### src/core/vid_balance_defs.svh
// offsets, field positions, reset values and timing counts of the balance core
`ifndef VID_BALANCE_DEFS_SVH
`define VID_BALANCE_DEFS_SVH
// ======================================================
// register byte offsets
`define OFF_CTRL      8'h00
`define OFF_PERIOD    8'h04
`define OFF_COMMAND   8'h08
`define OFF_STATUS    8'h0C
`define OFF_AVERAGE   8'h10
`define OFF_SAMPLE0   8'h14
`define OFF_ERROR0    8'h20
// ======================================================
// field positions
`define CTRL_BAL_EN   0
`define STAT_OFF      16
`define STAT_NCH_LO   17
// ======================================================
// reset values and minimum period
`define CTRL_RST      32'h0000_0001
`define PERIOD_RST    16'h0190
`define COMMAND_RST   16'h0064
`define PERIOD_MIN    16'h000C
// ======================================================
// fractions of the switching period
`define WINDOW_DIV    16'h0006
`define FORCE_OFF_DIV 16'h0003
// ======================================================
// reference levels, units of 0.1 mV
`define LOW_BASE      16'h1F40
`define MID_BASE      16'h2AF8
`define FINE_BASE_HI  16'h2AF8
`define FINE_BASE_LO  16'h20B7
`define COARSE_STEP   16'h00FA
`define FINE_STEP     16'h007D
`define COARSE_TOP    5'h1E
`define FINE_TOP_HI   6'h3D
`define FINE_TOP_LO   6'h14
`define FINE_OFF_MIN  6'h3E
`endif

### src/core/vid_balance_pkg.sv
// types shared by the identification decoder and the balance core
package vid_balance_pkg;
  // ======================================================
  // decode table in use
  typedef enum logic [1:0] {
    TBL_LOW  = 2'h0,
    TBL_MID  = 2'h1,
    TBL_FINE = 2'h3
  } table_sel_t;
  // ======================================================
  // per channel phase: forced off, window open, pulse on
  typedef enum logic [1:0] {
    ST_FORCED = 2'h0,
    ST_WINDOW = 2'h1,
    ST_ON     = 2'h3
  } chan_state_t;
endpackage : vid_balance_pkg

### src/core/vid_code_decoder.sv
// identification code to reference level decoder
`timescale 1ns/1ns
`default_nettype none
`include "vid_balance_defs.svh"
module vid_code_decoder
  import vid_balance_pkg::*;
(
  // identification code
  input  wire logic [4:0]  code,
  input  wire logic        half_step_select_bit,
  input  wire logic        fine_table_select_pin,
  // decoded level
  output logic      [15:0] level,
  output logic             off
);
  // ======================================================
  // table choice
  table_sel_t sel;
  assign sel = fine_table_select_pin ? TBL_FINE :
               (half_step_select_bit ? TBL_MID : TBL_LOW);
  // ======================================================
  // level arithmetic
  wire logic [5:0]  fine_code;
  wire logic [15:0] coarse_rank;
  wire logic [15:0] fine_rank_hi;
  wire logic [15:0] fine_rank_lo;
  wire logic [15:0] coarse_lvl;
  wire logic [15:0] fine_lvl;
  assign fine_code    = {code, half_step_select_bit};
  assign coarse_rank  = {11'h000, 5'(`COARSE_TOP - code)};
  assign fine_rank_hi = {10'h000, 6'(`FINE_TOP_HI - fine_code)};
  assign fine_rank_lo = {10'h000, 6'(`FINE_TOP_LO - fine_code)};
  assign coarse_lvl   = 16'((sel == TBL_MID ? `MID_BASE : `LOW_BASE) + coarse_rank * `COARSE_STEP);
  assign fine_lvl     = (fine_code > `FINE_TOP_LO) ?
                        16'(`FINE_BASE_HI + fine_rank_hi * `FINE_STEP) :
                        16'(`FINE_BASE_LO + fine_rank_lo * `FINE_STEP);
  // off codes give level zero
  assign off   = (sel == TBL_FINE) ? (fine_code >= `FINE_OFF_MIN) : (code == 5'h1F);
  assign level = off ? 16'h0000 : ((sel == TBL_FINE) ? fine_lvl : coarse_lvl);
endmodule : vid_code_decoder
`default_nettype wire

### src/core/vid_decode_current_balance.sv
// multiphase identification decode and channel current balance core
// ======================================================
// What this block does
// - Table: fine when select pin high, else mid if half-step high, else low.
// - Five-bit code in coarse tables, six-bit in fine, one level per code.
// - Low range: all-ones off, 11110 is 0.800 V, 25 mV steps to 1.550 V.
// - Mid range: all-ones off, 11110 is 1.100 V, 25 mV steps to 1.850 V.
// - Fine: half-step is LSB, 12.5 mV, off codes, 0.8375 V to 1.6000 V.
// - Every active channel is sampled once each switching cycle.
// - Sample window opens one sixth period after the channel PWM falls.
// - Window stays open until the channel PWM next rises or the period ends.
// - Value at window close is held until the next sample.
// - Average is sum of active held samples over active count.
// - Error is sample minus average; it trims that channel's pulse width.
// - Per-channel logic; channels two and three active by supply pins.
// - Third supply off gives two channels, both off gives one.
// - PWM stays low at least one third period after falling.
//
// Local design decisions: the AXI4-Lite register port and the address map.
`timescale 1ns/1ns
`default_nettype none
`include "vid_balance_defs.svh"
module vid_decode_current_balance
  import vid_balance_pkg::*;
(
  // clock and reset
  input  wire logic        clk,
  input  wire logic        rst_b,
  // identification pins
  input  wire logic        id_bit4,
  input  wire logic        id_bit3,
  input  wire logic        id_bit2,
  input  wire logic        id_bit1,
  input  wire logic        id_bit0,
  input  wire logic        half_step_select_bit,
  input  wire logic        fine_table_select_pin,
  // channel supply presence
  input  wire logic        channel_two_supply_pin,
  input  wire logic        channel_three_supply_pin,
  // sensed channel currents
  input  wire logic [11:0] phase_sense_input0,
  input  wire logic [11:0] phase_sense_input1,
  input  wire logic [11:0] phase_sense_input2,
  // converter outputs
  output logic      [2:0]  pwm_out,
  output logic      [2:0]  sample_window,
  output logic      [15:0] reference_output_level,
  output logic             output_off,
  output logic      [11:0] cycle_average_current,
  // axi4-lite slave
  input  wire logic [7:0]  s_axi_awaddr,
  input  wire logic        s_axi_awvalid,
  output logic             s_axi_awready,
  input  wire logic [31:0] s_axi_wdata,
  input  wire logic [3:0]  s_axi_wstrb,
  input  wire logic        s_axi_wvalid,
  output logic             s_axi_wready,
  output logic      [1:0]  s_axi_bresp,
  output logic             s_axi_bvalid,
  input  wire logic        s_axi_bready,
  input  wire logic [7:0]  s_axi_araddr,
  input  wire logic        s_axi_arvalid,
  output logic             s_axi_arready,
  output logic      [31:0] s_axi_rdata,
  output logic      [1:0]  s_axi_rresp,
  output logic             s_axi_rvalid,
  input  wire logic        s_axi_rready
);
  // ======================================================
  // helpers
  function automatic logic [31:0] merge_bytes(input logic [31:0] old, input logic [31:0] nw,
                                              input logic [3:0] strb);
    logic [31:0] res;
    res = old;
    for (int b = 0; b < 4; b++) begin
      if (strb[b]) begin
        res[8*b +: 8] = nw[8*b +: 8];
      end
    end
    return res;
  endfunction : merge_bytes

  function automatic logic addr_mapped(input logic [7:0] a);
    return (a[1:0] == 2'h0) && (a <= 8'h28);
  endfunction : addr_mapped

  // ======================================================
  // registers
  logic [31:0] ctrl_r;
  logic [15:0] period_r;
  logic [15:0] command_r;
  logic [15:0] ref_level_r;
  logic        off_r;
  logic [11:0] avg_r;
  logic [15:0] cnt_r;
  logic [2:0]  pwm_r;
  logic [2:0]  win_r;
  chan_state_t st_r   [3];
  logic [11:0] samp_r [3];
  logic [12:0] err_r  [3];

  // ======================================================
  // identification decode, registered on the way out
  wire logic [15:0] dec_level;
  wire logic        dec_off;
  vid_code_decoder u_dec (
    .code                  ({id_bit4, id_bit3, id_bit2, id_bit1, id_bit0}),
    .half_step_select_bit  (half_step_select_bit),
    .fine_table_select_pin (fine_table_select_pin),
    .level                 (dec_level),
    .off                   (dec_off)
  );

  always_ff @(posedge clk or negedge rst_b) begin
    if (!rst_b) begin
      ref_level_r <= 16'h0000;
      off_r       <= 1'b1;
    end else begin
      ref_level_r <= dec_level;
      off_r       <= dec_off;
    end
  end

  // ======================================================
  // channel count from supply pins
  wire logic [1:0] nch;
  wire logic [2:0] active;
  assign nch    = channel_three_supply_pin ? 2'h3 : (channel_two_supply_pin ? 2'h2 : 2'h1);
  assign active = {nch == 2'h3, nch != 2'h1, 1'b1};

  // ======================================================
  // switching period counter and fractions
  wire logic [15:0] p_eff;
  wire logic [15:0] p_win;
  wire logic [15:0] p_force;
  wire logic [15:0] off1;
  wire logic [15:0] off2;
  assign p_eff   = (period_r < `PERIOD_MIN) ? `PERIOD_MIN : period_r;
  assign p_win   = p_eff / `WINDOW_DIV;
  assign p_force = p_eff / `FORCE_OFF_DIV;
  assign off1    = (nch == 2'h2) ? {1'b0, p_eff[15:1]} : p_force;
  assign off2    = 16'(p_force + p_force);

  always_ff @(posedge clk or negedge rst_b) begin
    if (!rst_b) begin
      cnt_r <= 16'h0000;
    end else begin
      cnt_r <= (cnt_r >= 16'(p_eff - 16'h0001)) ? 16'h0000 : 16'(cnt_r + 16'h0001);
    end
  end

  // ======================================================
  // per-channel timing, sampling and pulse width
  wire logic [11:0] sense [3];
  wire logic [15:0] coff  [3];
  assign sense[0] = phase_sense_input0;
  assign sense[1] = phase_sense_input1;
  assign sense[2] = phase_sense_input2;
  assign coff[0]  = 16'h0000;
  assign coff[1]  = off1;
  assign coff[2]  = off2;

  genvar g;
  generate
    for (g = 0; g < 3; g++) begin : g_chan
      wire logic [16:0] ph_raw;
      wire logic [15:0] ph;
      wire logic        term;
      wire logic signed [17:0] on_raw;
      wire logic [15:0] on_cnt;
      wire logic [15:0] hi_start;
      wire logic        rise;
      assign ph_raw   = 17'({1'b0, cnt_r} + {1'b0, p_eff} - {1'b0, coff[g]});
      assign ph       = (ph_raw >= {1'b0, p_eff}) ? 16'(ph_raw - {1'b0, p_eff}) : ph_raw[15:0];
      assign term     = (ph == 16'h0000);
      // balance trim subtracts the error from the commanded on time
      assign on_raw   = $signed({2'b00, command_r}) -
                        (ctrl_r[`CTRL_BAL_EN] ? 18'($signed(err_r[g])) : 18'sh00000);
      assign on_cnt   = on_raw[17] ? 16'h0000 :
                        ((on_raw[16:0] > {1'b0, p_eff}) ? p_eff : on_raw[15:0]);
      assign hi_start = 16'(p_eff - on_cnt);
      assign rise     = (ph >= p_force) && (ph >= hi_start) && !off_r;

      always_ff @(posedge clk or negedge rst_b) begin
        if (!rst_b) begin
          st_r[g]   <= ST_FORCED;
          pwm_r[g]  <= 1'b0;
          win_r[g]  <= 1'b0;
          samp_r[g] <= 12'h000;
        end else if (!active[g]) begin
          st_r[g]   <= ST_FORCED;
          pwm_r[g]  <= 1'b0;
          win_r[g]  <= 1'b0;
          samp_r[g] <= 12'h000;
        end else if (term) begin
          // pulse termination; an unclosed window is closed with the cycle
          if (st_r[g] == ST_WINDOW) begin
            samp_r[g] <= sense[g];
          end
          st_r[g]  <= ST_FORCED;
          pwm_r[g] <= 1'b0;
          win_r[g] <= 1'b0;
        end else begin
          case (st_r[g])
            ST_FORCED: begin
              if (ph >= p_win) begin
                st_r[g]  <= ST_WINDOW;
                win_r[g] <= 1'b1;
              end
            end
            ST_WINDOW: begin
              if (rise) begin
                st_r[g]   <= ST_ON;
                pwm_r[g]  <= 1'b1;
                win_r[g]  <= 1'b0;
                samp_r[g] <= sense[g];
              end
            end
            ST_ON: begin
              pwm_r[g] <= 1'b1;
            end
            default: begin
              st_r[g]  <= ST_FORCED;
              pwm_r[g] <= 1'b0;
              win_r[g] <= 1'b0;
            end
          endcase
        end
      end

      // balance error against the cycle average
      always_ff @(posedge clk or negedge rst_b) begin
        if (!rst_b) begin
          err_r[g] <= 13'h0000;
        end else begin
          err_r[g] <= active[g] ? 13'({1'b0, samp_r[g]} - {1'b0, avg_r}) : 13'h0000;
        end
      end
    end
  endgenerate

  // ======================================================
  // cycle average over active channels
  wire logic [13:0] sum;
  wire logic [13:0] avg_w;
  assign sum   = 14'({2'b00, samp_r[0]} + (active[1] ? {2'b00, samp_r[1]} : 14'h0000) +
                     (active[2] ? {2'b00, samp_r[2]} : 14'h0000));
  assign avg_w = sum / {12'h000, nch};

  always_ff @(posedge clk or negedge rst_b) begin
    if (!rst_b) begin
      avg_r <= 12'h000;
    end else begin
      avg_r <= avg_w[11:0];
    end
  end

  // ======================================================
  // axi4-lite write side
  logic        awrdy_r;
  logic        wrdy_r;
  logic        bvalid_r;
  logic [1:0]  bresp_r;
  logic [7:0]  awaddr_r;
  logic [31:0] wdata_r;
  logic [3:0]  wstrb_r;
  wire logic   wr_go;
  assign wr_go = !awrdy_r && !wrdy_r && !bvalid_r;

  always_ff @(posedge clk or negedge rst_b) begin
    if (!rst_b) begin
      awrdy_r  <= 1'b1;
      wrdy_r   <= 1'b1;
      bvalid_r <= 1'b0;
      bresp_r  <= 2'h0;
      awaddr_r <= 8'h00;
      wdata_r  <= 32'h0000_0000;
      wstrb_r  <= 4'h0;
    end else begin
      if (awrdy_r && s_axi_awvalid) begin
        awrdy_r  <= 1'b0;
        awaddr_r <= s_axi_awaddr;
      end
      if (wrdy_r && s_axi_wvalid) begin
        wrdy_r  <= 1'b0;
        wdata_r <= s_axi_wdata;
        wstrb_r <= s_axi_wstrb;
      end
      if (wr_go) begin
        bvalid_r <= 1'b1;
        bresp_r  <= addr_mapped(awaddr_r) ? 2'h0 : 2'h2;
      end
      if (bvalid_r && s_axi_bready) begin
        bvalid_r <= 1'b0;
        awrdy_r  <= 1'b1;
        wrdy_r   <= 1'b1;
      end
    end
  end

  // writable registers
  always_ff @(posedge clk or negedge rst_b) begin
    if (!rst_b) begin
      ctrl_r    <= `CTRL_RST;
      period_r  <= `PERIOD_RST;
      command_r <= `COMMAND_RST;
    end else if (wr_go) begin
      case (awaddr_r)
        `OFF_CTRL:    ctrl_r    <= merge_bytes(ctrl_r, wdata_r, wstrb_r) & 32'h0000_0001;
        `OFF_PERIOD:  period_r  <= 16'(merge_bytes({16'h0000, period_r}, wdata_r, wstrb_r));
        `OFF_COMMAND: command_r <= 16'(merge_bytes({16'h0000, command_r}, wdata_r, wstrb_r));
        default:      ctrl_r    <= ctrl_r;
      endcase
    end
  end

  // ======================================================
  // axi4-lite read side
  logic        arrdy_r;
  logic        rvalid_r;
  logic [1:0]  rresp_r;
  logic [31:0] rdata_r;
  wire logic [31:0] rd_mux;
  wire logic [31:0] status_w;
  assign status_w = {13'h0000, nch, off_r, ref_level_r};
  assign rd_mux = (s_axi_araddr == `OFF_CTRL)        ? ctrl_r :
                  (s_axi_araddr == `OFF_PERIOD)      ? {16'h0000, period_r} :
                  (s_axi_araddr == `OFF_COMMAND)     ? {16'h0000, command_r} :
                  (s_axi_araddr == `OFF_STATUS)      ? status_w :
                  (s_axi_araddr == `OFF_AVERAGE)     ? {20'h00000, avg_r} :
                  (s_axi_araddr == `OFF_SAMPLE0)     ? {20'h00000, samp_r[0]} :
                  (s_axi_araddr == 8'(`OFF_SAMPLE0 + 8'h04)) ? {20'h00000, samp_r[1]} :
                  (s_axi_araddr == 8'(`OFF_SAMPLE0 + 8'h08)) ? {20'h00000, samp_r[2]} :
                  (s_axi_araddr == `OFF_ERROR0)      ? {{19{err_r[0][12]}}, err_r[0]} :
                  (s_axi_araddr == 8'(`OFF_ERROR0 + 8'h04))  ? {{19{err_r[1][12]}}, err_r[1]} :
                  (s_axi_araddr == 8'(`OFF_ERROR0 + 8'h08))  ? {{19{err_r[2][12]}}, err_r[2]} :
                  32'h0000_0000;

  always_ff @(posedge clk or negedge rst_b) begin
    if (!rst_b) begin
      arrdy_r  <= 1'b1;
      rvalid_r <= 1'b0;
      rresp_r  <= 2'h0;
      rdata_r  <= 32'h0000_0000;
    end else if (arrdy_r && s_axi_arvalid) begin
      arrdy_r  <= 1'b0;
      rvalid_r <= 1'b1;
      rdata_r  <= rd_mux;
      rresp_r  <= addr_mapped(s_axi_araddr) ? 2'h0 : 2'h2;
    end else if (rvalid_r && s_axi_rready) begin
      arrdy_r  <= 1'b1;
      rvalid_r <= 1'b0;
    end
  end

  // ======================================================
  // outputs, all from flops
  assign pwm_out                = pwm_r;
  assign sample_window          = win_r;
  assign reference_output_level = ref_level_r;
  assign output_off             = off_r;
  assign cycle_average_current  = avg_r;
  assign s_axi_awready          = awrdy_r;
  assign s_axi_wready           = wrdy_r;
  assign s_axi_bvalid           = bvalid_r;
  assign s_axi_bresp            = bresp_r;
  assign s_axi_arready          = arrdy_r;
  assign s_axi_rvalid           = rvalid_r;
  assign s_axi_rresp            = rresp_r;
  assign s_axi_rdata            = rdata_r;
endmodule : vid_decode_current_balance
`default_nettype wire

### config.mk
export PLATFORM = sky130hd
export DESIGN_NAME = vid_decode_current_balance
export DESIGN_NICKNAME = d
export VERILOG_FILES = /design/src/core/vid_balance_pkg.sv /design/src/core/vid_code_decoder.sv /design/src/core/vid_decode_current_balance.sv
export VERILOG_INCLUDE_DIRS = /design/src /design/src/core
export SDC_FILE = /design/constraint.sdc
export NUM_CORES = 2
export LEC_CHECK = 0
export BUFFER_PORTS_ARGS = -buffer_cell sky130_fd_sc_hd__buf_4
export CORE_MARGIN = 2
export CORE_UTILIZATION = 41
export CTS_BUF_LIST = sky130_fd_sc_hd__clkbuf_16
export DETAILED_ROUTE_END_ITERATION = 10
export PLACE_DENSITY_LB_ADDON = 0.2
export SYNTH_ARGS = -nofsm -noshare
export SYNTH_HDL_FRONTEND = slang
export SYNTH_SLANG_ARGS = --single-unit
### constraint.sdc
create_clock -name clk -period 25.2 [get_ports clk]
set_input_delay 0 -clock clk [delete_from_list [all_inputs] [get_ports clk]]
set_output_delay 0 -clock clk [all_outputs]
set_load 0.02 [all_outputs]
Yosys cells after proc, flatten, opt, wreduce, memory -nomap -nowiden
Cells that the tools add are included.
{"block": "op_classes", "n_addsub": 26, "multipliers": 3, "div": 3, "order_cmp": 21, "eq_ne": 40, "mux": 104, "n_reduce_logical": 48}
{"operator": "32-bit two-way mux", "n": 11}
{"operator": "16-bit two-way mux", "n": 15}
{"operator": "12-bit two-way mux", "n": 16}
{"operator": "16-bit greater-or-equal comparator", "n": 10}
{"operator": "16-bit subtractor", "n": 6}
{"operator": "18-bit two-way mux", "n": 3}
{"operator": "17-bit by 18-bit subtractor with 18-bit output", "n": 3}
{"operator": "17-bit by 16-bit greater-or-equal comparator with 1-bit output", "n": 3}
{"operator": "17-bit by 16-bit greater-than comparator with 1-bit output", "n": 3}
{"operator": "16-bit logical NOT", "n": 3}
{"operator": "12-bit by 12-bit subtractor with 13-bit output", "n": 3}
{"operator": "17-bit by 16-bit subtractor with 17-bit output", "n": 2}
{"operator": "14-bit by 16-bit adder with 16-bit output (first input constant)", "n": 2}
{"operator": "16-bit adder", "n": 2}
{"operator": "8-bit by 5-bit == test with 1-bit output (second input constant)", "n": 4}
{"operator": "2-bit two-way mux", "n": 16}
{"operator": "1-bit two-way mux", "n": 31}
{"operator": "6-bit by 7-bit multiplier with 13-bit output (second input constant)", "n": 2}
{"operator": "13-bit two-way mux", "n": 2}
{"operator": "8-bit by 4-bit == test with 1-bit output (second input constant)", "n": 3}
{"operator": "8-bit by 6-bit == test with 1-bit output (second input constant)", "n": 3}
{"operator": "3-bit AND reduction", "n": 8}
{"operator": "3-bit != test (second input constant)", "n": 6}
{"operator": "1-bit case mux with 3 select lines", "n": 6}
{"operator": "other kinds (32)", "n": 82}
{"block": "word_totals", "reg_bits": 232, "inputBits": 104, "out_inout_bits": 76, "elab_cells": 280}

Depth between registers and ports, before layout
{"block": "logic_depth", "depth_word": 14, "ltp_mapped": 116, "ltp_nobuf": 110}

Hierarchy
A second synthesis with hierarchy kept.
{"block": "unflattened", "cells_unflattened": 3846, "hier_area_um2": 31760.5}
{"mod": "vid_decode_current_balance", "n_inst": 1, "cells_per_inst": 3383, "area_per_inst_um2": 27979.3, "seq_area_each_um2": 5469.0}
{"mod": "vid_code_decoder", "n_inst": 1, "cells_per_inst": 463, "area_per_inst_um2": 3781.1, "seq_area_each_um2": 0.0}

Worst setup path before layout
Ideal clock, no wire load.
{"block": "synth_timing", "path_kind": "input to register", "start": "input channel_three_supply_pin", "end": "register avg_r[0] (netlist: cycle_average_current[0])", "setup_time_ns": 0.124, "t_arrival_ns": 21.911, "required_ns": 25.076, "slack_ns": 3.165, "path_stages": 113, "n_path_buf": 6, "cell_sequence": "buf_6 nor2_2 clkbuf_1 nor2_1 fa_1 ha_1 fa_1 nand3_1 a21oi_1 o21ai_0 a21oi_1 ha_1 a22oi_1 ha_1 o21a_1 or2_0 buf_2 o41a_1 [... 77 more ...] or3_1 a21oi_4 nand4_4 nor2_1 a21oi_1 ha_1 o21ai_0 nand2b_1 nor4b_4 nand3_1 or3_1 mux2i_1 ha_1 a221oi_1 nand3_1 nor4_1 nand4_1 a211o_1"}
{"block": "synth_between", "elab_chain_cells": 6, "word_cells_on_any_way": 8, "cone_classes": "add/sub: 2; div: 1; eq/ne: 2; mux: 3"}
{"item": "from (decl)", "line": "vid_decode_current_balance.sv:39", "text": "input wire logic channel_three_supply_pin,"}
{"item": "2-bit two-way mux (*)", "line": "vid_decode_current_balance.sv:128", "text": "assign nch = channel_three_supply_pin ? 2'h3 : (channel_two_supply_pin ? 2'h2 : 2'h1);"}
{"item": "2-bit by 1-bit != test with 1-bit output", "line": "vid_decode_current_balance.sv:129", "text": "assign active = {nch == 2'h3, nch != 2'h1, 1'b1};"}
{"item": "12-bit two-way mux", "line": "vid_decode_current_balance.sv:246", "text": "assign sum = 14'({2'b00, samp_r[0]} + (active[1] ? {2'b00, samp_r[1]} : 14'h0000) +"}
{"item": "12-bit by 12-bit adder with 13-bit output", "line": "vid_decode_current_balance.sv:246"}
{"item": "13-bit by 12-bit adder with 14-bit output", "line": "vid_decode_current_balance.sv:246"}
{"item": "14-bit by 2-bit divider with 14-bit output (*)", "line": "vid_decode_current_balance.sv:248", "text": "assign avg_w = sum / {12'h000, nch};"}
{"item": "net avg_w[0]", "line": "vid_decode_current_balance.sv:245", "text": "wire logic [13:0] avg_w;"}
{"item": "to (signal assigned)", "line": "vid_decode_current_balance.sv:254", "text": "avg_r <= avg_w[11:0];"}
{"item": "to (decl)", "line": "vid_decode_current_balance.sv:94", "text": "logic [11:0] avg_r;"}
Mark *: on every way through the listed nets, which the timed path passes. The rest lies on a longest branch.
A chain may end at the register's enable or synchronous reset.

Final worst setup path
{"block": "layout_timing", "start": "input channel_two_supply_pin", "end": "register avg_r[0] (netlist: cycle_average_current[0])"}
{"block": "layout_between", "elab_chain_cells": 7, "word_cells_on_any_way": 9, "cone_classes": "add/sub: 2; div: 1; eq/ne: 2; mux: 4"}
{"item": "from (decl)", "line": "vid_decode_current_balance.sv:38", "text": "input wire logic channel_two_supply_pin,"}
{"item": "2-bit two-way mux (*) (2 in series)", "line": "vid_decode_current_balance.sv:128"}
{"item": "2-bit by 1-bit != test with 1-bit output", "line": "vid_decode_current_balance.sv:129"}
{"item": "12-bit two-way mux", "line": "vid_decode_current_balance.sv:246"}
{"item": "12-bit by 12-bit adder with 13-bit output", "line": "vid_decode_current_balance.sv:246"}
{"item": "13-bit by 12-bit adder with 14-bit output", "line": "vid_decode_current_balance.sv:246"}
{"item": "14-bit by 2-bit divider with 14-bit output (*)", "line": "vid_decode_current_balance.sv:248"}
{"item": "net avg_w[0]", "line": "vid_decode_current_balance.sv:245"}
Marks and branches as above.

==> flow_summary.html <==
<table>
<tr><th>Metric</th><th>Value</th></tr>
<tr><th colspan="2">Yosys</th></tr>
<tr><td>Most area-consuming cells after synthesis</td><td>sky130_fd_sc_hd__ha_1, sky130_fd_sc_hd__dfrtp_1, sky130_fd_sc_hd__xnor2_1</td></tr>
<tr><td>Average cell area after synthesis</td><td>8.178 um2</td></tr>
<tr><td>Share of async-settable or async-resettable flops after synthesis</td><td>1.000</td></tr>
<tr><td>Number of distinct library cells after synthesis</td><td>114</td></tr>
<tr><td>Ys Warns</td><td>0</td></tr>
<tr><td>Count of state elements after synthesis</td><td>217</td></tr>
<tr><td>Fraction of synthesized cell area taken by the top area cell type</td><td>0.2158</td></tr>
<tr><td>Portion of the post-synthesis area used by sequential elements</td><td>0.1735</td></tr>
<tr><td>Cell area after synthesis</td><td>0.03137 mm2</td></tr>
<tr><td>Cells after synthesis</td><td>3836</td></tr>
<tr><td>Prevailing post-synth register cell</td><td>sky130_fd_sc_hd__dfrtp_1</td></tr>
<tr><td>Count of flip-flops with a built-in enable after synthesis</td><td>0</td></tr>
<tr><td>Post-synthesis cell type with the largest combined area</td><td>sky130_fd_sc_hd__ha_1</td></tr>
<tr><th colspan="2">Cells and area</th></tr>
<tr><td>Layout-stage area growth over the synthesis result</td><td>14.26%</td></tr>
<tr><td>End-of-flow core utilization</td><td>0.4727</td></tr>
<tr><td>Net count reported at finish</td><td>4776</td></tr>
<tr><td>Post-Layout Inst Area</td><td>0.03584 mm2</td></tr>
<tr><td>Fraction of final layout cells with drive strength greater than 1</td><td>0.1126</td></tr>
<tr><th colspan="2">Global routing</th></tr>
<tr><td>Vias in the first global route</td><td>27540</td></tr>
<tr><td>Maximum number of pins on one net before global-route repair</td><td>89</td></tr>
<tr><td>Number of antenna violations at the first check in global routing</td><td>0</td></tr>
<tr><td>Gr ovfl total</td><td>0</td></tr>
<tr><td>Global routing usage on met3</td><td>0.01640</td></tr>
<tr><td>Global-route usage over all layers</td><td>0.2548</td></tr>
<tr><td>Met1 layer usage reported by global route</td><td>0.3308</td></tr>
<tr><td>GR met2 Demand/Resource</td><td>0.4420</td></tr>
<tr><td>First-pass GRT wire length</td><td>156300 um</td></tr>
<tr><td>Busiest grt layer</td><td>met2</td></tr>
<tr><th colspan="2">Worst setup path</th></tr>
<tr><td>Maximum net fanout on the critical path</td><td>13</td></tr>
<tr><td>Worst setup slack for register-to-register paths</td><td>1.77 ns</td></tr>
<tr><td>Most used cell along the critical path</td><td>sky130_fd_sc_hd__ha_1</td></tr>
<tr><td>Type of element capturing the critical path</td><td>flip-flop</td></tr>
<tr><td>Arrival time of data at the critical path endpoint</td><td>23.97 ns</td></tr>
<tr><td>Library cell contributing the largest single delay on the critical path</td><td>sky130_fd_sc_hd__or4b_2</td></tr>
<tr><td>Type of element launching the critical path</td><td>input port</td></tr>
<tr><td>Delay of the slowest cell on the worst path</td><td>0.67 ns</td></tr>
<tr><td>Critical path type</td><td>in -&gt; reg</td></tr>
<tr><td>Required arrival time at the worst endpoint</td><td>25.66 ns</td></tr>
<tr><td>Worst reg2reg path depth</td><td>108</td></tr>
<tr><th colspan="2">Timing</th></tr>
<tr><td>Crit share post-route</td><td>0.9328</td></tr>
<tr><td>Tightest Pin Transition</td><td>1.195 ns</td></tr>
<tr><td>Post-route worst hold slack</td><td>-0.01638 ns</td></tr>
<tr><td>Max-slew violation count</td><td>0</td></tr>
<tr><td>Clock tree skew after final layout</td><td>0.04380 ns</td></tr>
<tr><td>Final total negative setup slack</td><td>0 ns</td></tr>
<tr><td>Number of setup violations in the final report</td><td>0</td></tr>
<tr><td>Headroom to the max-slew limit</td><td>0.2001</td></tr>
<tr><td>Highest clock frequency the design can meet</td><td>42.54 MHz</td></tr>
<tr><td>Number of hold violations in the final report</td><td>6</td></tr>
<tr><td>Tmin final</td><td>23.51 ns</td></tr>
<tr><th colspan="2">Floorplan</th></tr>
<tr><td>Die Outline Area</td><td>0.07874 mm2</td></tr>
<tr><td>Starting Density</td><td>0.4137</td></tr>
<tr><td>IO Pins</td><td>180</td></tr>
<tr><td>Core area</td><td>0.07582 mm2</td></tr>
<tr><td>Height of the die</td><td>280.6 um</td></tr>
<tr><td>Num rows</td><td>101</td></tr>
<tr><td>Width of the die</td><td>280.6 um</td></tr>
<tr><th colspan="2">Route</th></tr>
<tr><td>Via density per instance</td><td>5.551</td></tr>
<tr><td>Total wirelength of the detailed-routed design</td><td>101900 um</td></tr>
<tr><td>Detailed-routing iteration count for the pre-antenna-repair pass</td><td>8</td></tr>
<tr><td>DR WL/cell</td><td>20.09 um</td></tr>
<tr><td>Residual antenna-violating net count after detailed routing</td><td>0</td></tr>
<tr><td>Number of remaining DRC errors</td><td>0</td></tr>
<tr><td>Number of DRC markers after the initial detailed-route iteration</td><td>1749</td></tr>
<tr><td>Vias</td><td>28160</td></tr>
<tr><th colspan="2">Hold path</th></tr>
<tr><td>Hold/Removal Path Class</td><td>in -&gt; async</td></tr>
<tr><th colspan="2">Placed design</th></tr>
<tr><td>Number of input and output port buffers inserted</td><td>158</td></tr>
<tr><td>Detailed placer's ending HPWL</td><td>82380 um</td></tr>
<tr><td>Final weighted congestion of routability-driven global placement</td><td>0.9280</td></tr>
<tr><td>Standard cell area after detailed placement</td><td>0.03369 mm2</td></tr>
<tr><th colspan="2">Outcome</th></tr>
<tr><td>Violations in the final reports</td><td>hold timing</td></tr>
<tr><td>Result of the run</td><td>complete, but fails checks</td></tr>
<tr><th colspan="2">Clock network</th></tr>
<tr><td>CTS tree</td><td>done</td></tr>
<tr><td>Clock network latency to the later pin of the worst-skew pair</td><td>0.59 ns</td></tr>
<tr><td>CTS root buf</td><td>sky130_fd_sc_hd__clkbuf_16</td></tr>
<tr><td>Number of levels the H-tree was split into</td><td>1</td></tr>
<tr><td>Number of CTS-inserted buffers</td><td>28</td></tr>
<tr><td>Clk buf depth</td><td>3</td></tr>
<tr><td>Number of sinks driven by the clock tree</td><td>217</td></tr>
<tr><td>Clock transition at the register clock pins on the worst setup and hold paths after CTS</td><td>0.06 ns</td></tr>
<tr><th colspan="2">Run</th></tr>
<tr><td>Max-cap violation count</td><td>0</td></tr>
</table>
[worst max-delay path: cells and delay by family]
kind | cells | cell delay, ns
AO/OA/AOI/OAI | 38 | 6.54
adder cells (fa/ha/maj) | 17 | 5.38
buffers and inverters | 6 | 1.15
multiplexers | 4 | 0.94
AND/OR/NAND/NOR | 46 | 9.92
[state kept, by name (all words and copies together), names as in the netlist, 8 cells and up]
register                count
cnt_r                      16
wdata_r                    16
command_r                  16
reference_output_level     15
err_r                      39
awaddr_r                    8
samp_r                     36
period_r                   16
s_axi_rdata                20
cycle_average_current      12
[cells by family (layout without fill, tap and decap cells)]
group                      Yosys count  after routing  share of synthesized area
buffers and inverters              450            705                    0.05704
muxes                              150            150                    0.05305
and+or+nand+nor                   1080           1081                     0.1715
AOI/OAI and AO/OA                 1040           1040                     0.2084
DFF                                217            217                     0.1735
xor gates and xnor gates           297            297                    0.08292
other                                1              4                  0.0001195
adders and majority gates          601            601                     0.2534
[cell usage after synthesis, drive strengths merged, types with 58 or more instances]
cell type / instances
nor2: 276
nand2b: 112
clkbuf: 85
a21oi: 336
a21o: 110
inv: 321
ha: 541
xor2: 105
xnor2: 192
dfrtp: 206
fa: 58
o21ai: 279
nor3: 63
nand3: 67
mux2: 104
nand2: 279
nor2b: 98
[worst paths after layout]
kind                                              from                                   to
min                                              rst_b  cycle_average_current[11]$_DFF_PN0_
min reg2reg                s_axi_rdata[17]$_DFFE_PN0P_          s_axi_rdata[17]$_DFFE_PN0P_
min in group clk                       s_axi_araddr[6]          s_axi_rdata[16]$_DFFE_PN0P_
max reg2reg                     samp_r[13]$_DFFE_PN0P_   cycle_average_current[0]$_DFF_PN0_
max                             channel_two_supply_pin   cycle_average_current[0]$_DFF_PN0_
max in group asynchronous                        rst_b              period_r[5]$_DFFE_PN0P_
[area by class of cell]
class / instances / area (um2)
well taps: 978 / 1224
clock buffers: 29 / 725.7
clock inverters: 22 / 235.2
multi-input cells: 3172 / 24260
fillers: 7560 / 39980
repair buffers: 325 / 2718
inverters: 329 / 1237
diodes: 1 / 2.502
flip-flops and latches: 217 / 5444
[routing by layer]
metal  routed length, um  part of all wire
met3                4332             0.043
met4                4392             0.043
met1               45210              0.44
met2               47980              0.47
met5                   0                 0
[layout by cell type, fill, tap and decap left out, types with 23 or more instances in the layout]
cell type	synthesis	final
sky130_fd_sc_hd__o21bai_1	47	46
sky130_fd_sc_hd__nand2_1	278	278
sky130_fd_sc_hd__mux2_2	102	102
sky130_fd_sc_hd__and2_1	33	33
sky130_fd_sc_hd__xor2_1	105	105
sky130_fd_sc_hd__nor2_1	273	269
sky130_fd_sc_hd__nor3_1	62	59
sky130_fd_sc_hd__nand4_1	37	37
sky130_fd_sc_hd__o21a_1	29	29
sky130_fd_sc_hd__a21o_1	110	110
sky130_fd_sc_hd__fa_1	58	58
sky130_fd_sc_hd__o21ai_0	270	269
sky130_fd_sc_hd__buf_4	18	216
sky130_fd_sc_hd__dlygate4sd3_1	0	108
sky130_fd_sc_hd__mux2i_1	44	43
sky130_fd_sc_hd__nor2b_1	98	98
sky130_fd_sc_hd__a221oi_1	38	38
sky130_fd_sc_hd__inv_1	319	328
sky130_fd_sc_hd__clkbuf_16	0	29
sky130_fd_sc_hd__dfrtp_1	206	206
sky130_fd_sc_hd__a21oi_1	331	325
sky130_fd_sc_hd__xnor2_1	192	192
sky130_fd_sc_hd__ha_1	541	541
sky130_fd_sc_hd__a211oi_1	25	25
sky130_fd_sc_hd__nand3_1	66	66
sky130_fd_sc_hd__nor4_1	23	23
sky130_fd_sc_hd__nand2b_1	112	111
[stage by stage]
step	hold slack [ns]	worst slack, ns	cells
after CTS	0.02504	0.2014	5069
after global routing	0.03538	-0.07609	5072
final	-0.01638	1.695	5073
after detailed placement	0.05412	0.01403	4910
after global placement	0.04627	0.8187	4910
after floorplan	-0.2956	3.165	3838
[timing repair]
item / in CTS / in global routing
hold endpoints to repair: 176 / 0
setup endpoints to repair: 0 / 2
hold buffers: 108 / 0
buffers inserted: 0 / 2
gates resized for setup: 0 / 21
Power is not shown: default switching activity piles up to over one toggle a cycle in this logic, so the estimate is an artifact.
